File: config.mk
export PLATFORM = sky130hd
export DESIGN_NAME = encoder_status_counters
export DESIGN_NICKNAME = d
export VERILOG_FILES = /design/src/include/encoder_regs_pkg.sv /design/src/logic/split_counter.sv /design/src/logic/encoder_status_counters.sv
export SDC_FILE = /design/constraint.sdc
export NUM_CORES = 1
export LEC_CHECK = 0
export ABC_AREA = 1
export BUFFER_PORTS_ARGS = -buffer_cell sky130_fd_sc_hd__buf_2
export CAP_MARGIN = 20
export CELL_PAD_IN_SITES_DETAIL_PLACEMENT = 2
export CELL_PAD_IN_SITES_GLOBAL_PLACEMENT = 2
export CORE_MARGIN = 2
export CORE_UTILIZATION = 30
export DETAILED_ROUTE_END_ITERATION = 16
export MAX_ROUTING_LAYER = met4
export PLACE_DENSITY_LB_ADDON = 0.1
export SETUP_SLACK_MARGIN = 0.05
export SKIP_LAST_GASP = 1
export SYNTH_ARGS = -nofsm -noshare
export SYNTH_HDL_FRONTEND = slang
export SYNTH_SLANG_ARGS = --single-unit
export TNS_END_PERCENT = 50
File: constraint.sdc
create_clock -name i_clk -period 2.4 [get_ports i_clk]
set_input_delay 0.36 -clock i_clk [delete_from_list [all_inputs] [get_ports i_clk]]
set_output_delay 0.36 -clock i_clk [all_outputs]
set_load 0.05 [all_outputs]
File: src/include/encoder_regs_pkg.sv
`default_nettype none
package encoder_regs_pkg;
  // Register byte addresses on the APB side
  localparam int ADDR_W = 8;
  localparam logic [7:0] OFS_STATUS = 8'h00;
  localparam logic [7:0] OFS_POS_LOW = 8'h04;
  localparam logic [7:0] OFS_POS_HIGH = 8'h08;
  localparam logic [7:0] OFS_POS_HOLD = 8'h0c;
  localparam logic [7:0] OFS_VEL_LOW = 8'h10;
  localparam logic [7:0] OFS_VEL_HIGH = 8'h14;
  localparam logic [7:0] OFS_VEL_HOLD = 8'h18;
  localparam logic [7:0] OFS_INT_LOW = 8'h1c;
  localparam logic [7:0] OFS_INT_HIGH = 8'h20;
  localparam logic [7:0] OFS_INT_HOLD_LOW = 8'h24;
  localparam logic [7:0] OFS_CONTROL = 8'h28;

  // Status register fields
  localparam int BIT_INDEX_IRQ_ENABLE = 0;
  localparam int BIT_INDEX_EVENT_FLAG = 1;
  localparam int BIT_HOME_IRQ_ENABLE = 2;
  localparam int BIT_HOME_EVENT_FLAG = 3;
  localparam int BIT_INIT_IRQ_ENABLE = 6;
  localparam int BIT_INIT_DONE_FLAG = 7;
  localparam logic [15:0] STATUS_ENABLE_MASK = 16'h0045;
  localparam logic [15:0] STATUS_FLAG_MASK = 16'h008a;

  // Control register fields
  localparam int CTRL_INIT_MODE_LSB = 0;
  localparam int INIT_MODE_W = 3;
  localparam logic [2:0] INIT_MODE_HOME_FIRST = 3'h3;
  localparam logic [2:0] INIT_MODE_HOME_SECOND = 3'h4;

  // Reset values
  localparam logic [15:0] STATUS_RESET = 16'h0000;
  localparam logic [15:0] HOLD_RESET = 16'h0000;
  localparam logic [31:0] COUNT_RESET = 32'h0000_0000;
  localparam logic [2:0] INIT_MODE_RESET = 3'h0;
endpackage : encoder_regs_pkg
`default_nettype wire

File: src/logic/split_counter.sv
`timescale 1ns/1ps
`default_nettype none
module split_counter #(
  parameter int WIDTH = 32
) (
  input wire logic i_clk,
  input wire logic i_rstn,
  input wire logic i_load,
  input wire logic [WIDTH-1:0] i_load_value,
  input wire logic i_up,
  input wire logic i_down,
  output logic [WIDTH-1:0] o_value
);
  logic [WIDTH-1:0] value_d;
  logic [WIDTH-1:0] value_q;

  // A software load wins over a count strobe in the same cycle
  always_comb begin
    value_d = value_q;
    if (i_load) begin
      value_d = i_load_value;
    end else if (i_up && !i_down) begin
      value_d = value_q + WIDTH'(1);
    end else if (i_down && !i_up) begin
      value_d = value_q - WIDTH'(1);
    end
  end

  always_ff @(posedge i_clk or negedge i_rstn) begin
    if (!i_rstn) begin
      value_q <= WIDTH'(0);
    end else begin
      value_q <= value_d;
    end
  end

  assign o_value = value_q;
endmodule : split_counter
`default_nettype wire

File: src/logic/encoder_status_counters.sv
// Contract
// - Home event raises interrupt only while home interrupt enable bit 2 set.
// - Index event sets sticky flag bit 1; reads zero until an event.
// - Index event raises interrupt only while index interrupt enable bit 0 set.
// - Homing-init-done flag sets only in init modes 011 or 100.
// - Position counter 32 bits, low and high halves, read/write, reset zero.
// - 16-bit position hold register carries upper half for 32-bit access.
// - Velocity counter 32 bits, low and high halves, read/write, reset zero.
// - 16-bit velocity hold register carries upper half of velocity count.
// - Interval timer 32 bits, low and high halves, read/write, reset zero.
// - Interval hold register low half carries timer bits 15 to 0.
// - Home event sets sticky flag bit 3; reads zero until an event.
// - Flags set by hardware, cleared by software; enables plain read-write.
//
// The APB interface to the registers and the register offsets were left to the implementer.
`timescale 1ns/1ps
`default_nettype none
module encoder_status_counters #(
  parameter int COUNT_W = 32
) (
  input wire logic i_clk,
  input wire logic i_rstn,
  input wire logic i_psel,
  input wire logic i_penable,
  input wire logic i_pwrite,
  input wire logic [encoder_regs_pkg::ADDR_W-1:0] i_paddr,
  input wire logic [31:0] i_pwdata,
  output logic [31:0] o_prdata,
  output logic o_pready,
  output logic o_pslverr,
  input wire logic i_index_event,
  input wire logic i_home_event,
  input wire logic i_init_done,
  input wire logic i_pos_up,
  input wire logic i_pos_down,
  input wire logic i_vel_up,
  input wire logic i_vel_down,
  input wire logic i_interval_tick,
  output logic [COUNT_W-1:0] o_position_count,
  output logic [COUNT_W-1:0] o_velocity_count,
  output logic [encoder_regs_pkg::INIT_MODE_W-1:0] o_init_mode_select,
  output logic o_irq
);
  localparam int HALF_W = COUNT_W / 2;

  ////////////////////////////////////////////////////////////////////////////
  function automatic logic addr_mapped(input logic [encoder_regs_pkg::ADDR_W-1:0] a);
    case (a)
      encoder_regs_pkg::OFS_STATUS, encoder_regs_pkg::OFS_POS_LOW,
      encoder_regs_pkg::OFS_POS_HIGH, encoder_regs_pkg::OFS_POS_HOLD,
      encoder_regs_pkg::OFS_VEL_LOW, encoder_regs_pkg::OFS_VEL_HIGH,
      encoder_regs_pkg::OFS_VEL_HOLD, encoder_regs_pkg::OFS_INT_LOW,
      encoder_regs_pkg::OFS_INT_HIGH, encoder_regs_pkg::OFS_INT_HOLD_LOW,
      encoder_regs_pkg::OFS_CONTROL: addr_mapped = 1'b1;
      default: addr_mapped = 1'b0;
    endcase
  endfunction : addr_mapped

  function automatic logic init_mode_ok(input logic [encoder_regs_pkg::INIT_MODE_W-1:0] m);
    init_mode_ok = (m == encoder_regs_pkg::INIT_MODE_HOME_FIRST) ||
                   (m == encoder_regs_pkg::INIT_MODE_HOME_SECOND);
  endfunction : init_mode_ok

  function automatic logic irq_pending(input logic [15:0] flags, input logic [15:0] en);
    // Each flag sits one bit above its enable
    irq_pending = |(flags & {en[14:0], 1'b0});
  endfunction : irq_pending

  ////////////////////////////////////////////////////////////////////////////
  logic access;
  logic wr_en;
  logic rd_en;
  logic pready_d, pready_q;
  logic pslverr_d, pslverr_q;
  logic [31:0] prdata_d, prdata_q;
  logic [15:0] wdata;
  logic [15:0] flags_d, flags_q;
  logic [15:0] enables_d, enables_q;
  logic [15:0] status_clr;
  logic irq_d, irq_q;
  logic [HALF_W-1:0] pos_hold_d, pos_hold_q;
  logic [HALF_W-1:0] vel_hold_d, vel_hold_q;
  logic [HALF_W-1:0] int_hold_d, int_hold_q;
  logic [encoder_regs_pkg::INIT_MODE_W-1:0] init_mode_d, init_mode_q;
  logic [COUNT_W-1:0] pos_value, vel_value, int_value;
  logic pos_load, vel_load, int_load;
  logic [COUNT_W-1:0] pos_load_value, vel_load_value, int_load_value;

  // Two-cycle access phase: pready registered so read side effects land on one edge
  assign access = i_psel && i_penable && !pready_q;
  assign wr_en = access && i_pwrite && addr_mapped(i_paddr);
  assign rd_en = access && !i_pwrite && addr_mapped(i_paddr);
  assign wdata = i_pwdata[15:0];

  ////////////////////////////////////////////////////////////////////////////
  // APB answer
  always_comb begin
    pready_d = access;
    pslverr_d = access && !addr_mapped(i_paddr);
    prdata_d = prdata_q;
    if (access) begin
      prdata_d = 32'h0000_0000;
      if (!i_pwrite) begin
        case (i_paddr)
          encoder_regs_pkg::OFS_STATUS: prdata_d[15:0] = flags_q | enables_q;
          encoder_regs_pkg::OFS_POS_LOW: prdata_d[15:0] = pos_value[HALF_W-1:0];
          encoder_regs_pkg::OFS_POS_HIGH: prdata_d[15:0] = pos_value[COUNT_W-1:HALF_W];
          encoder_regs_pkg::OFS_POS_HOLD: prdata_d[15:0] = pos_hold_q;
          encoder_regs_pkg::OFS_VEL_LOW: prdata_d[15:0] = vel_value[HALF_W-1:0];
          encoder_regs_pkg::OFS_VEL_HIGH: prdata_d[15:0] = vel_value[COUNT_W-1:HALF_W];
          encoder_regs_pkg::OFS_VEL_HOLD: prdata_d[15:0] = vel_hold_q;
          encoder_regs_pkg::OFS_INT_LOW: prdata_d[15:0] = int_value[HALF_W-1:0];
          encoder_regs_pkg::OFS_INT_HIGH: prdata_d[15:0] = int_value[COUNT_W-1:HALF_W];
          encoder_regs_pkg::OFS_INT_HOLD_LOW: prdata_d[15:0] = int_hold_q;
          encoder_regs_pkg::OFS_CONTROL: prdata_d[2:0] = init_mode_q;
          default: prdata_d = 32'h0000_0000;
        endcase
      end
    end
  end

  always_ff @(posedge i_clk or negedge i_rstn) begin
    if (!i_rstn) begin
      pready_q <= 1'b0;
      pslverr_q <= 1'b0;
      prdata_q <= 32'h0000_0000;
    end else begin
      pready_q <= pready_d;
      pslverr_q <= pslverr_d;
      prdata_q <= prdata_d;
    end
  end

  ////////////////////////////////////////////////////////////////////////////
  // Status flags, enables and interrupt
  assign status_clr = (wr_en && i_paddr == encoder_regs_pkg::OFS_STATUS) ?
                      (wdata & encoder_regs_pkg::STATUS_FLAG_MASK) : 16'h0000;

  always_comb begin
    enables_d = enables_q;
    init_mode_d = init_mode_q;
    if (wr_en && i_paddr == encoder_regs_pkg::OFS_STATUS) begin
      enables_d = wdata & encoder_regs_pkg::STATUS_ENABLE_MASK;
    end
    if (wr_en && i_paddr == encoder_regs_pkg::OFS_CONTROL) begin
      init_mode_d = wdata[encoder_regs_pkg::CTRL_INIT_MODE_LSB +: encoder_regs_pkg::INIT_MODE_W];
    end
    // Clear first, then set: an event in the clearing cycle survives
    flags_d = flags_q & ~status_clr;
    if (i_index_event) begin
      flags_d[encoder_regs_pkg::BIT_INDEX_EVENT_FLAG] = 1'b1;
    end
    if (i_home_event) begin
      flags_d[encoder_regs_pkg::BIT_HOME_EVENT_FLAG] = 1'b1;
    end
    if (i_init_done && init_mode_ok(init_mode_q)) begin
      flags_d[encoder_regs_pkg::BIT_INIT_DONE_FLAG] = 1'b1;
    end
    irq_d = irq_pending(flags_d, enables_d);
  end

  always_ff @(posedge i_clk or negedge i_rstn) begin
    if (!i_rstn) begin
      flags_q <= encoder_regs_pkg::STATUS_RESET;
      enables_q <= encoder_regs_pkg::STATUS_RESET;
      init_mode_q <= encoder_regs_pkg::INIT_MODE_RESET;
      irq_q <= 1'b0;
    end else begin
      flags_q <= flags_d;
      enables_q <= enables_d;
      init_mode_q <= init_mode_d;
      irq_q <= irq_d;
    end
  end

  ////////////////////////////////////////////////////////////////////////////
  // Hold registers and counter loads
  always_comb begin
    pos_hold_d = pos_hold_q;
    vel_hold_d = vel_hold_q;
    int_hold_d = int_hold_q;
    if (rd_en && i_paddr == encoder_regs_pkg::OFS_POS_LOW) begin
      pos_hold_d = pos_value[COUNT_W-1:HALF_W];
    end else if (wr_en && i_paddr == encoder_regs_pkg::OFS_POS_HOLD) begin
      pos_hold_d = wdata;
    end
    if (rd_en && i_paddr == encoder_regs_pkg::OFS_VEL_LOW) begin
      vel_hold_d = vel_value[COUNT_W-1:HALF_W];
    end else if (wr_en && i_paddr == encoder_regs_pkg::OFS_VEL_HOLD) begin
      vel_hold_d = wdata;
    end
    // Interval hold carries the low half, so the high half is the access key
    if (rd_en && i_paddr == encoder_regs_pkg::OFS_INT_HIGH) begin
      int_hold_d = int_value[HALF_W-1:0];
    end else if (wr_en && i_paddr == encoder_regs_pkg::OFS_INT_HOLD_LOW) begin
      int_hold_d = wdata;
    end
  end

  always_comb begin
    pos_load = wr_en && (i_paddr == encoder_regs_pkg::OFS_POS_LOW ||
                         i_paddr == encoder_regs_pkg::OFS_POS_HIGH);
    vel_load = wr_en && (i_paddr == encoder_regs_pkg::OFS_VEL_LOW ||
                         i_paddr == encoder_regs_pkg::OFS_VEL_HIGH);
    int_load = wr_en && (i_paddr == encoder_regs_pkg::OFS_INT_LOW ||
                         i_paddr == encoder_regs_pkg::OFS_INT_HIGH);
    pos_load_value = (i_paddr == encoder_regs_pkg::OFS_POS_LOW) ?
                     {pos_hold_q, wdata} : {wdata, pos_value[HALF_W-1:0]};
    vel_load_value = (i_paddr == encoder_regs_pkg::OFS_VEL_LOW) ?
                     {vel_hold_q, wdata} : {wdata, vel_value[HALF_W-1:0]};
    int_load_value = (i_paddr == encoder_regs_pkg::OFS_INT_HIGH) ?
                     {wdata, int_hold_q} : {int_value[COUNT_W-1:HALF_W], wdata};
  end

  always_ff @(posedge i_clk or negedge i_rstn) begin
    if (!i_rstn) begin
      pos_hold_q <= encoder_regs_pkg::HOLD_RESET;
      vel_hold_q <= encoder_regs_pkg::HOLD_RESET;
      int_hold_q <= encoder_regs_pkg::HOLD_RESET;
    end else begin
      pos_hold_q <= pos_hold_d;
      vel_hold_q <= vel_hold_d;
      int_hold_q <= int_hold_d;
    end
  end

  split_counter #(.WIDTH(COUNT_W)) u_position (
    .i_clk(i_clk),
    .i_rstn(i_rstn),
    .i_load(pos_load),
    .i_load_value(pos_load_value),
    .i_up(i_pos_up),
    .i_down(i_pos_down),
    .o_value(pos_value)
  );

  split_counter #(.WIDTH(COUNT_W)) u_velocity (
    .i_clk(i_clk),
    .i_rstn(i_rstn),
    .i_load(vel_load),
    .i_load_value(vel_load_value),
    .i_up(i_vel_up),
    .i_down(i_vel_down),
    .o_value(vel_value)
  );

  // Interval timer only counts up; a wrap is left to software
  split_counter #(.WIDTH(COUNT_W)) u_interval (
    .i_clk(i_clk),
    .i_rstn(i_rstn),
    .i_load(int_load),
    .i_load_value(int_load_value),
    .i_up(i_interval_tick),
    .i_down(1'b0),
    .o_value(int_value)
  );

  assign o_prdata = prdata_q;
  assign o_pready = pready_q;
  assign o_pslverr = pslverr_q;
  assign o_irq = irq_q;
  assign o_position_count = pos_value;
  assign o_velocity_count = vel_value;
  assign o_init_mode_select = init_mode_q;
endmodule : encoder_status_counters
`default_nettype wire

### After elaboration in Yosys (flattened, before gate mapping)

Cells that the tools add are included.

| word-level totals | value |
|---|---|
| bits in registers | 213 |
| bits of input ports | 53 |
| output and inout bits | 102 |
| word-level logic and storage cells | 112 |

| cells by class | value |
|---|---|
| $add $sub $neg | 5 |
| equal/unequal tests | 15 |
| muxes and demuxes | 26 |
| bitwise logic cells | 4 |
| reductions and logical operators | 46 |

Operators by type and width:

| operator | count |
|---|---|
| 32-bit two-way mux | 11 |
| 13-bit case mux with 10 select lines | 1 |
| 16-bit two-way mux | 7 |
| 32-bit by 1-bit adder with 32-bit output, second input constant | 3 |
| 32-bit by 1-bit subtractor with 32-bit output, second input constant | 2 |
| 3-bit case mux with 11 select lines | 1 |
| 16-bit AND | 2 |
| 8-bit by 5-bit equality test with 1-bit output, second input constant | 4 |
| 8-bit by 6-bit equality test with 1-bit output, second input constant | 3 |
| 1-bit logical AND | 23 |
| 8-bit by 4-bit equality test with 1-bit output, second input constant | 2 |
| 8-bit inverter with 16-bit output | 1 |
| 16-bit by 15-bit bitwise OR with 16-bit output | 1 |
| 16-bit OR reduction | 1 |
| 15-bit two-way mux | 1 |
| 11-bit OR reduction | 1 |
| 8-bit by 3-bit equality test with 1-bit output, second input constant | 1 |
| 8-bit zero test | 1 |
| 8-bit two-way mux | 1 |
| 2-bit nonzero test | 4 |
| 1-bit zero test | 7 |
| 2-bit AND reduction | 3 |
| 3-bit nonzero test | 2 |
| 1-bit logical OR | 4 |
| other kinds (5) | 9 |

### Depth between registers and ports, before layout

| depth | value |
|---|---|
| depth in word-level cells | 11 |
| gate-level depth with buffers | 18 |
| gate-level depth less buffers | 18 |

### Cells and area by module

Synthesis repeated with hierarchy kept, for this count alone.

| unflattened totals | value |
|---|---|
| cell total of the unflattened synthesis | 3049 |
| area, all modules | 17750.8 um^2 |

By module, submodules not included:

| module | times used | cells each | area each (um^2) | sequential area each (um^2) |
|---|---|---|---|---|
| split_counter | 3 | 711 | 3963.8 | 800.8 |
| encoder_status_counters | 1 | 916 | 5859.4 | 1901.8 |

### Least setup slack after synthesis

Ideal clock, no wire load.

| timing path | value |
|---|---|
| path type | input -> register |
| from | input i_pos_up |
| to | register u_position.value_q[31] (netlist: u_position.o_value[31]) |
| library setup time | 119 ps |
| arrival | 2837 ps |
| data required time | 2281 ps |
| slack | -556 ps |
| stages on the path | 17 |
| path buffers | 1 |
| path through | inv_1 -> or2_2 -> clkbuf_1 -> ha_1 -> or2_2 -> nand3_1 -> nand2_1 -> nand2_1 -> nand2_1 -> nand2_1 -> nand2_1 -> nand2_1 -> nand2_1 -> nand2_1 -> nand2_1 -> nand2_1 -> nand2_1 |

| on the way | value |
|---|---|
| cells in the longest elaborated chain, start to end | 3 |
| elaborated cells on any way between the ends | 6 |
| those cells by class | mux (2); reduce/logical (4) |

RTL lines:

| what | RTL line | source |
|---|---|---|
| start: declaration | encoder_status_counters.sv:34 | `input wire logic i_pos_up,` |
| 1-bit logical AND or 1-bit zero test (tied branches) | split_counter.sv:22, split_counter.sv:24 |  |
| 32-bit two-way mux or 1-bit logical AND (tied branches) | split_counter.sv:22, split_counter.sv:24 |  |
| 32-bit two-way mux or 3-bit nonzero test (tied branches) | n/a |  |
| end signal: assignment | split_counter.sv:33 | `value_q <= value_d;` |
| end: declaration | split_counter.sv:15 | `logic [WIDTH-1:0] value_q;` |

Several ways; a longest one is shown, not always the timed one.
A chain may end at the register's enable or synchronous reset.

### Final worst setup path

| timing path | value |
|---|---|
| from | input i_vel_down |
| to | register u_velocity.value_q[23] (netlist: u_velocity.o_value[23]) |

| on the way | value |
|---|---|
| cells in the longest elaborated chain, start to end | 4 |
| elaborated cells on any way between the ends | 6 |
| those cells by class | mux (2); reduce/logical (4) |

RTL lines:

| what | RTL line | source |
|---|---|---|
| start: declaration | encoder_status_counters.sv:37 | `input wire logic i_vel_down,` |
| 1-bit zero test | split_counter.sv:22 | `end else if (i_up && !i_down) begin` |
| 1-bit logical AND | split_counter.sv:22 |  |
| 32-bit two-way mux | split_counter.sv:22 |  |
| 32-bit two-way mux | split_counter.sv:20 | `if (i_load) begin` |
| end signal: assignment | split_counter.sv:33 |  |
| end: declaration | split_counter.sv:15 |  |

Several ways; a longest one is shown, not always the timed one.

==> summary.log <==
INFO  outcome        run_status=finished, final reports clean
INFO  detailed_routing detail-route-antenna-nets=0
INFO  detailed_routing drt_pass1_iterations=5
INFO  setup_path     arr_time_crit_path=2.65ns
INFO  synthesis      netlist-cell-type-count=49
INFO  die            ioPinCount=155
INFO  synthesis      count_of_warnings_emitted_by_yosys=0
INFO  timing         drv_slew=0
INFO  global_routing antenna_violations_before_repair=4
INFO  synthesis      postSynthCellCount=2546
INFO  die            core=51100µm²
INFO  setup_path     critical_path_class=in -> reg
INFO  detailed_routing route.detailed.vias_per_inst=5.17
INFO  clocking       clockBufferDepth=2
INFO  synthesis      synth_seq_cells=172
INFO  synthesis      ys_dominant_reg_cell=dfrtp_1
INFO  clocking       tritoncts_clock_tree=done
INFO  power          p_leak=10.9nW
INFO  synthesis      post_synth_main_area_contributors=dfrtp_1 28%, nand2_1 26%, inv_1 8.2%
INFO  die            chipWidth=231µm
INFO  die            initial_core_util=0.302
INFO  cells_and_area diodes=0
INFO  synthesis      syn_avg_cell_area=6.07µm²
INFO  setup_path     timing.critical_path.required=2.77ns
INFO  place          place_congestion=0.966
INFO  cells_and_area multiInputGateArea=9520µm²
INFO  cells_and_area seq_area=4310µm²
INFO  setup_path     critPathLaunchType=input pin
INFO  place          pre_cts_slack=-0.431ns
INFO  detailed_routing wl_per_cell=22.7µm
INFO  power          ir_worst_vdd=0.000634V
INFO  timing         finalWorstPathRequiredPeriod=2.27ns
INFO  timing         maxSlewHeadroom=0.538
INFO  global_routing grt_use_total=0.318
INFO  setup_path     cpMaxStageDelayCell=ha_1
INFO  clocking       clock_transition_time_at_the_flip_flop_clock_pins_of_the_worst_setup_and_hold_paths=0.07ns
INFO  setup_path     cpLargestDelayFamily=simple AND/OR/NAND/NOR gates
INFO  synthesis      post-synth-top-area-cell=dfrtp_1
INFO  cells_and_area fill_cells=6483
INFO  hold_path      timing.hold.worst.class=in -> reg
INFO  detailed_routing overall_via_count_from_detail_route=18500
INFO  power          cellPowerDensity=1200nW/µm²
INFO  clocking       cts_root_buf=clkbuf_16
INFO  cells_and_area final_core_util=0.383
INFO  synthesis      yosysSeqAreaShare=0.279
INFO  detailed_routing drc=0
INFO  synthesis      synth_enable_flop_cells=0
INFO  synthesis      yosysTopAreaCellShare=0.279
INFO  timing         finalHoldViolations=0
INFO  job            max_cap_viol_count=0
INFO  timing         fmax=0.440GHz
INFO  clocking       cts.sink_count=172
INFO  clocking       htree_levels=4
INFO  timing         tightest_slew=0.685ns
INFO  setup_path     worst_setup_path_end_kind=register
INFO  die            height_of_the_die=231µm
INFO  synthesis      synth-async-reset-ratio=1.00
INFO  setup_path     crit_path_cell_trace=buf_2, inv_2, ha_4, clkinvlp_4, buf_12, ha_1, nand2_1, inv_1, nand2_1, nand3_1, a21oi_1, nand2_2, nand2_1, nand2_1, nand2_1, nand2_1, nand2_1, nand2_1, nand2_1, nand2_1
INFO  place          hpwl=66.6mm
INFO  global_routing congestion_overflow_gr=0
INFO  timing         rsz0062_at_grt=true
INFO  global_routing grt_pass1_wl=123mm
INFO  timing         finalSetupViolations=0
INFO  cells_and_area nNetsFinal=3015
INFO  place          port_buffers=122
INFO  die            floorplan.rows=83
INFO  setup_path     crit_path_max_fanout=28
INFO  global_routing vias_in_the_first_global_route=20000
INFO  cells_and_area share_of_post_route_cells_with_drive_strength_above_1=0.191
INFO  setup_path     regToRegSetupSlack=0.19ns
INFO  die            die_area=53300µm²
INFO  timing         crit_share_post_route=0.948
INFO  timing         post-route-worst-setup-slack=0.125ns
INFO  detailed_routing routed_wirelength=81.4mm
INFO  setup_path     timing.critical_path.slowest_cell_delay=0.37ns
INFO  clocking       clk-insertion-delay-late=0.50ns
INFO  synthesis      synth.cell_area=15400µm²
INFO  setup_path     critical_path.n_buffers_inverters=5
INFO  detailed_routing first_iter_violations=1214
INFO  clocking       cts_made_buffers=17
INFO  global_routing pin_count_of_the_biggest_net_entering_global_routing=50
INFO  timing         final.setup_skew=0.0173ns
INFO  cells_and_area synth_to_final_area_change=26.7%
INFO  setup_path     critical_path.most_common_cell=nand2_1
[routing by layer]
layer  up-vias  global-route usage  part of all wire
met3       129              0.0509             0.051
li1       8669                   -                 -
met5         -                   -                 0
met1      9339               0.399              0.44
met4         0               0.128             0.040
met2       408               0.510              0.47
[area by class of cell]
cell class	count	area share
Inverter	357	0.0691
Clock buffer	23	0.0255
Sequential cell	172	0.220
Timing Repair Buffer	411	0.151
Clock inverter	6	0.00441
Multi-Input combinational cell	1939	0.487
Tap cell	680	0.0435
[cells in the final DEF, fill, tap and decap left out, drive strengths merged, types with 42 or more instances in the layout]
| cell type | n |
|---|---|
| a21oi | 104 |
| buf | 409 |
| dfrtp | 172 |
| ha | 62 |
| inv | 354 |
| nand2 | 1081 |
| nand3 | 156 |
| nor2 | 153 |
| o21ai | 164 |
| o22ai | 42 |
| xor2 | 45 |
[timing repair]
item                                    4_1_cts  5_1_grt
hold buffers                                  1        0
gates resized for setup                       1       40
buffers inserted                              0        4
pin swaps                                     0        4
endpoints found under the setup margin        4       56
hold endpoints to repair                     45        0
[cells in the mapped netlist, types with 3 or more instances]
master and number:
nand3b_1 6, o21ai_0 129, inv_1 339, ha_1 62, inv_2 14, o22ai_1 42, buf_6 6, nor4_1 3
o211ai_1 5, nor2_1 136, nor3_1 31, a21oi_1 97, or2_2 4, nor2_4 8, o21ai_1 34, nand2_4 11
a221oi_1 3, buf_2 19, nand3_1 154, xor2_1 45, clkbuf_1 30, xnor2_1 6, nand2_1 1056, a21oi_2 7
dfrtp_1 172, nand2_2 12, buf_1 9, nand4_1 31, buf_4 28, o21bai_1 8, and3_1 8, nor2_2 8
[state kept, by name, summed over array words and instances, names as in the netlist]
| register | cells |
|---|---|
| u_position.o_value | 32 |
| o_prdata | 16 |
| vel_hold_q | 16 |
| o_init_mode_select | 3 |
| flags_q | 3 |
| u_interval.o_value | 32 |
| u_velocity.o_value | 32 |
| int_hold_q | 16 |
| o_pslverr | 1 |
| o_pready | 1 |
| enables_q | 3 |
| pos_hold_q | 16 |
| o_irq | 1 |
[tightest hold or removal path: cells and delay by family]
family	cells	cell delay (ns)
buf+inv	2	0.18
simple gates	1	0.08
[final timing paths]
check | start | endpoint | depth (start not counted)
max in group asynchronous | i_rstn | u_position.o_value[1]$_DFFE_PN0P_ | 3
min in group asynchronous | i_rstn | u_interval.o_value[10]$_DFFE_PN0P_ | 2
setup reg to reg | o_pready$_DFF_PN0_ | u_velocity.o_value[16]$_DFFE_PN0P_ | 9
setup / recovery | i_vel_down | u_velocity.o_value[23]$_DFFE_PN0P_ | 20
hold / removal | i_index_event | flags_q[1]$_DFF_PN0_ | 3
hold reg to reg | o_prdata[0]$_DFFE_PN0N_ | o_prdata[0]$_DFFE_PN0N_ | 2
[report_power, final]
part           switching (mW)  total [mW]  internal [mW]
combinational            10.5        16.2           5.72
sequential              0.725        4.25           3.53
clock                    1.33        2.98           1.65
[cell families (layout without fill, tap and decap cells)]
group,count (synthesis),count (layout),share of synthesized area
flip-flops,172,172,0.279
adder cells (fa/ha/maj),64,64,0.0528
AND/OR/NAND/NOR,1475,1475,0.400
XOR/XNOR,51,51,0.0289
buffers and inverters,450,797,0.121
AO/OA/AOI/OAI,333,333,0.118
other,1,16,0.000243
[metrics by stage]
| step | area, µm² | total power, mW | hold slack (ns) | instances | TNS, ns |
|---|---|---|---|---|---|
| final | 19600 | 23.4 | 0.160 | 3588 | 0 |
| after global routing | 19600 | 25.3 | 0.146 | 3588 | -0.0144 |
| after CTS | 19400 | 23.3 | 0.130 | 3584 | 0 |
| after detailed placement | 18800 | 20.2 | 0.389 | 3554 | -15.13 |
| after global placement | 18800 | 19.5 | 0.383 | 3554 | -10.13 |
| after floorplan | 15600 | 13.4 | 0.0644 | 2561 | -2.34 |
(Power assumes the default switching activity.)
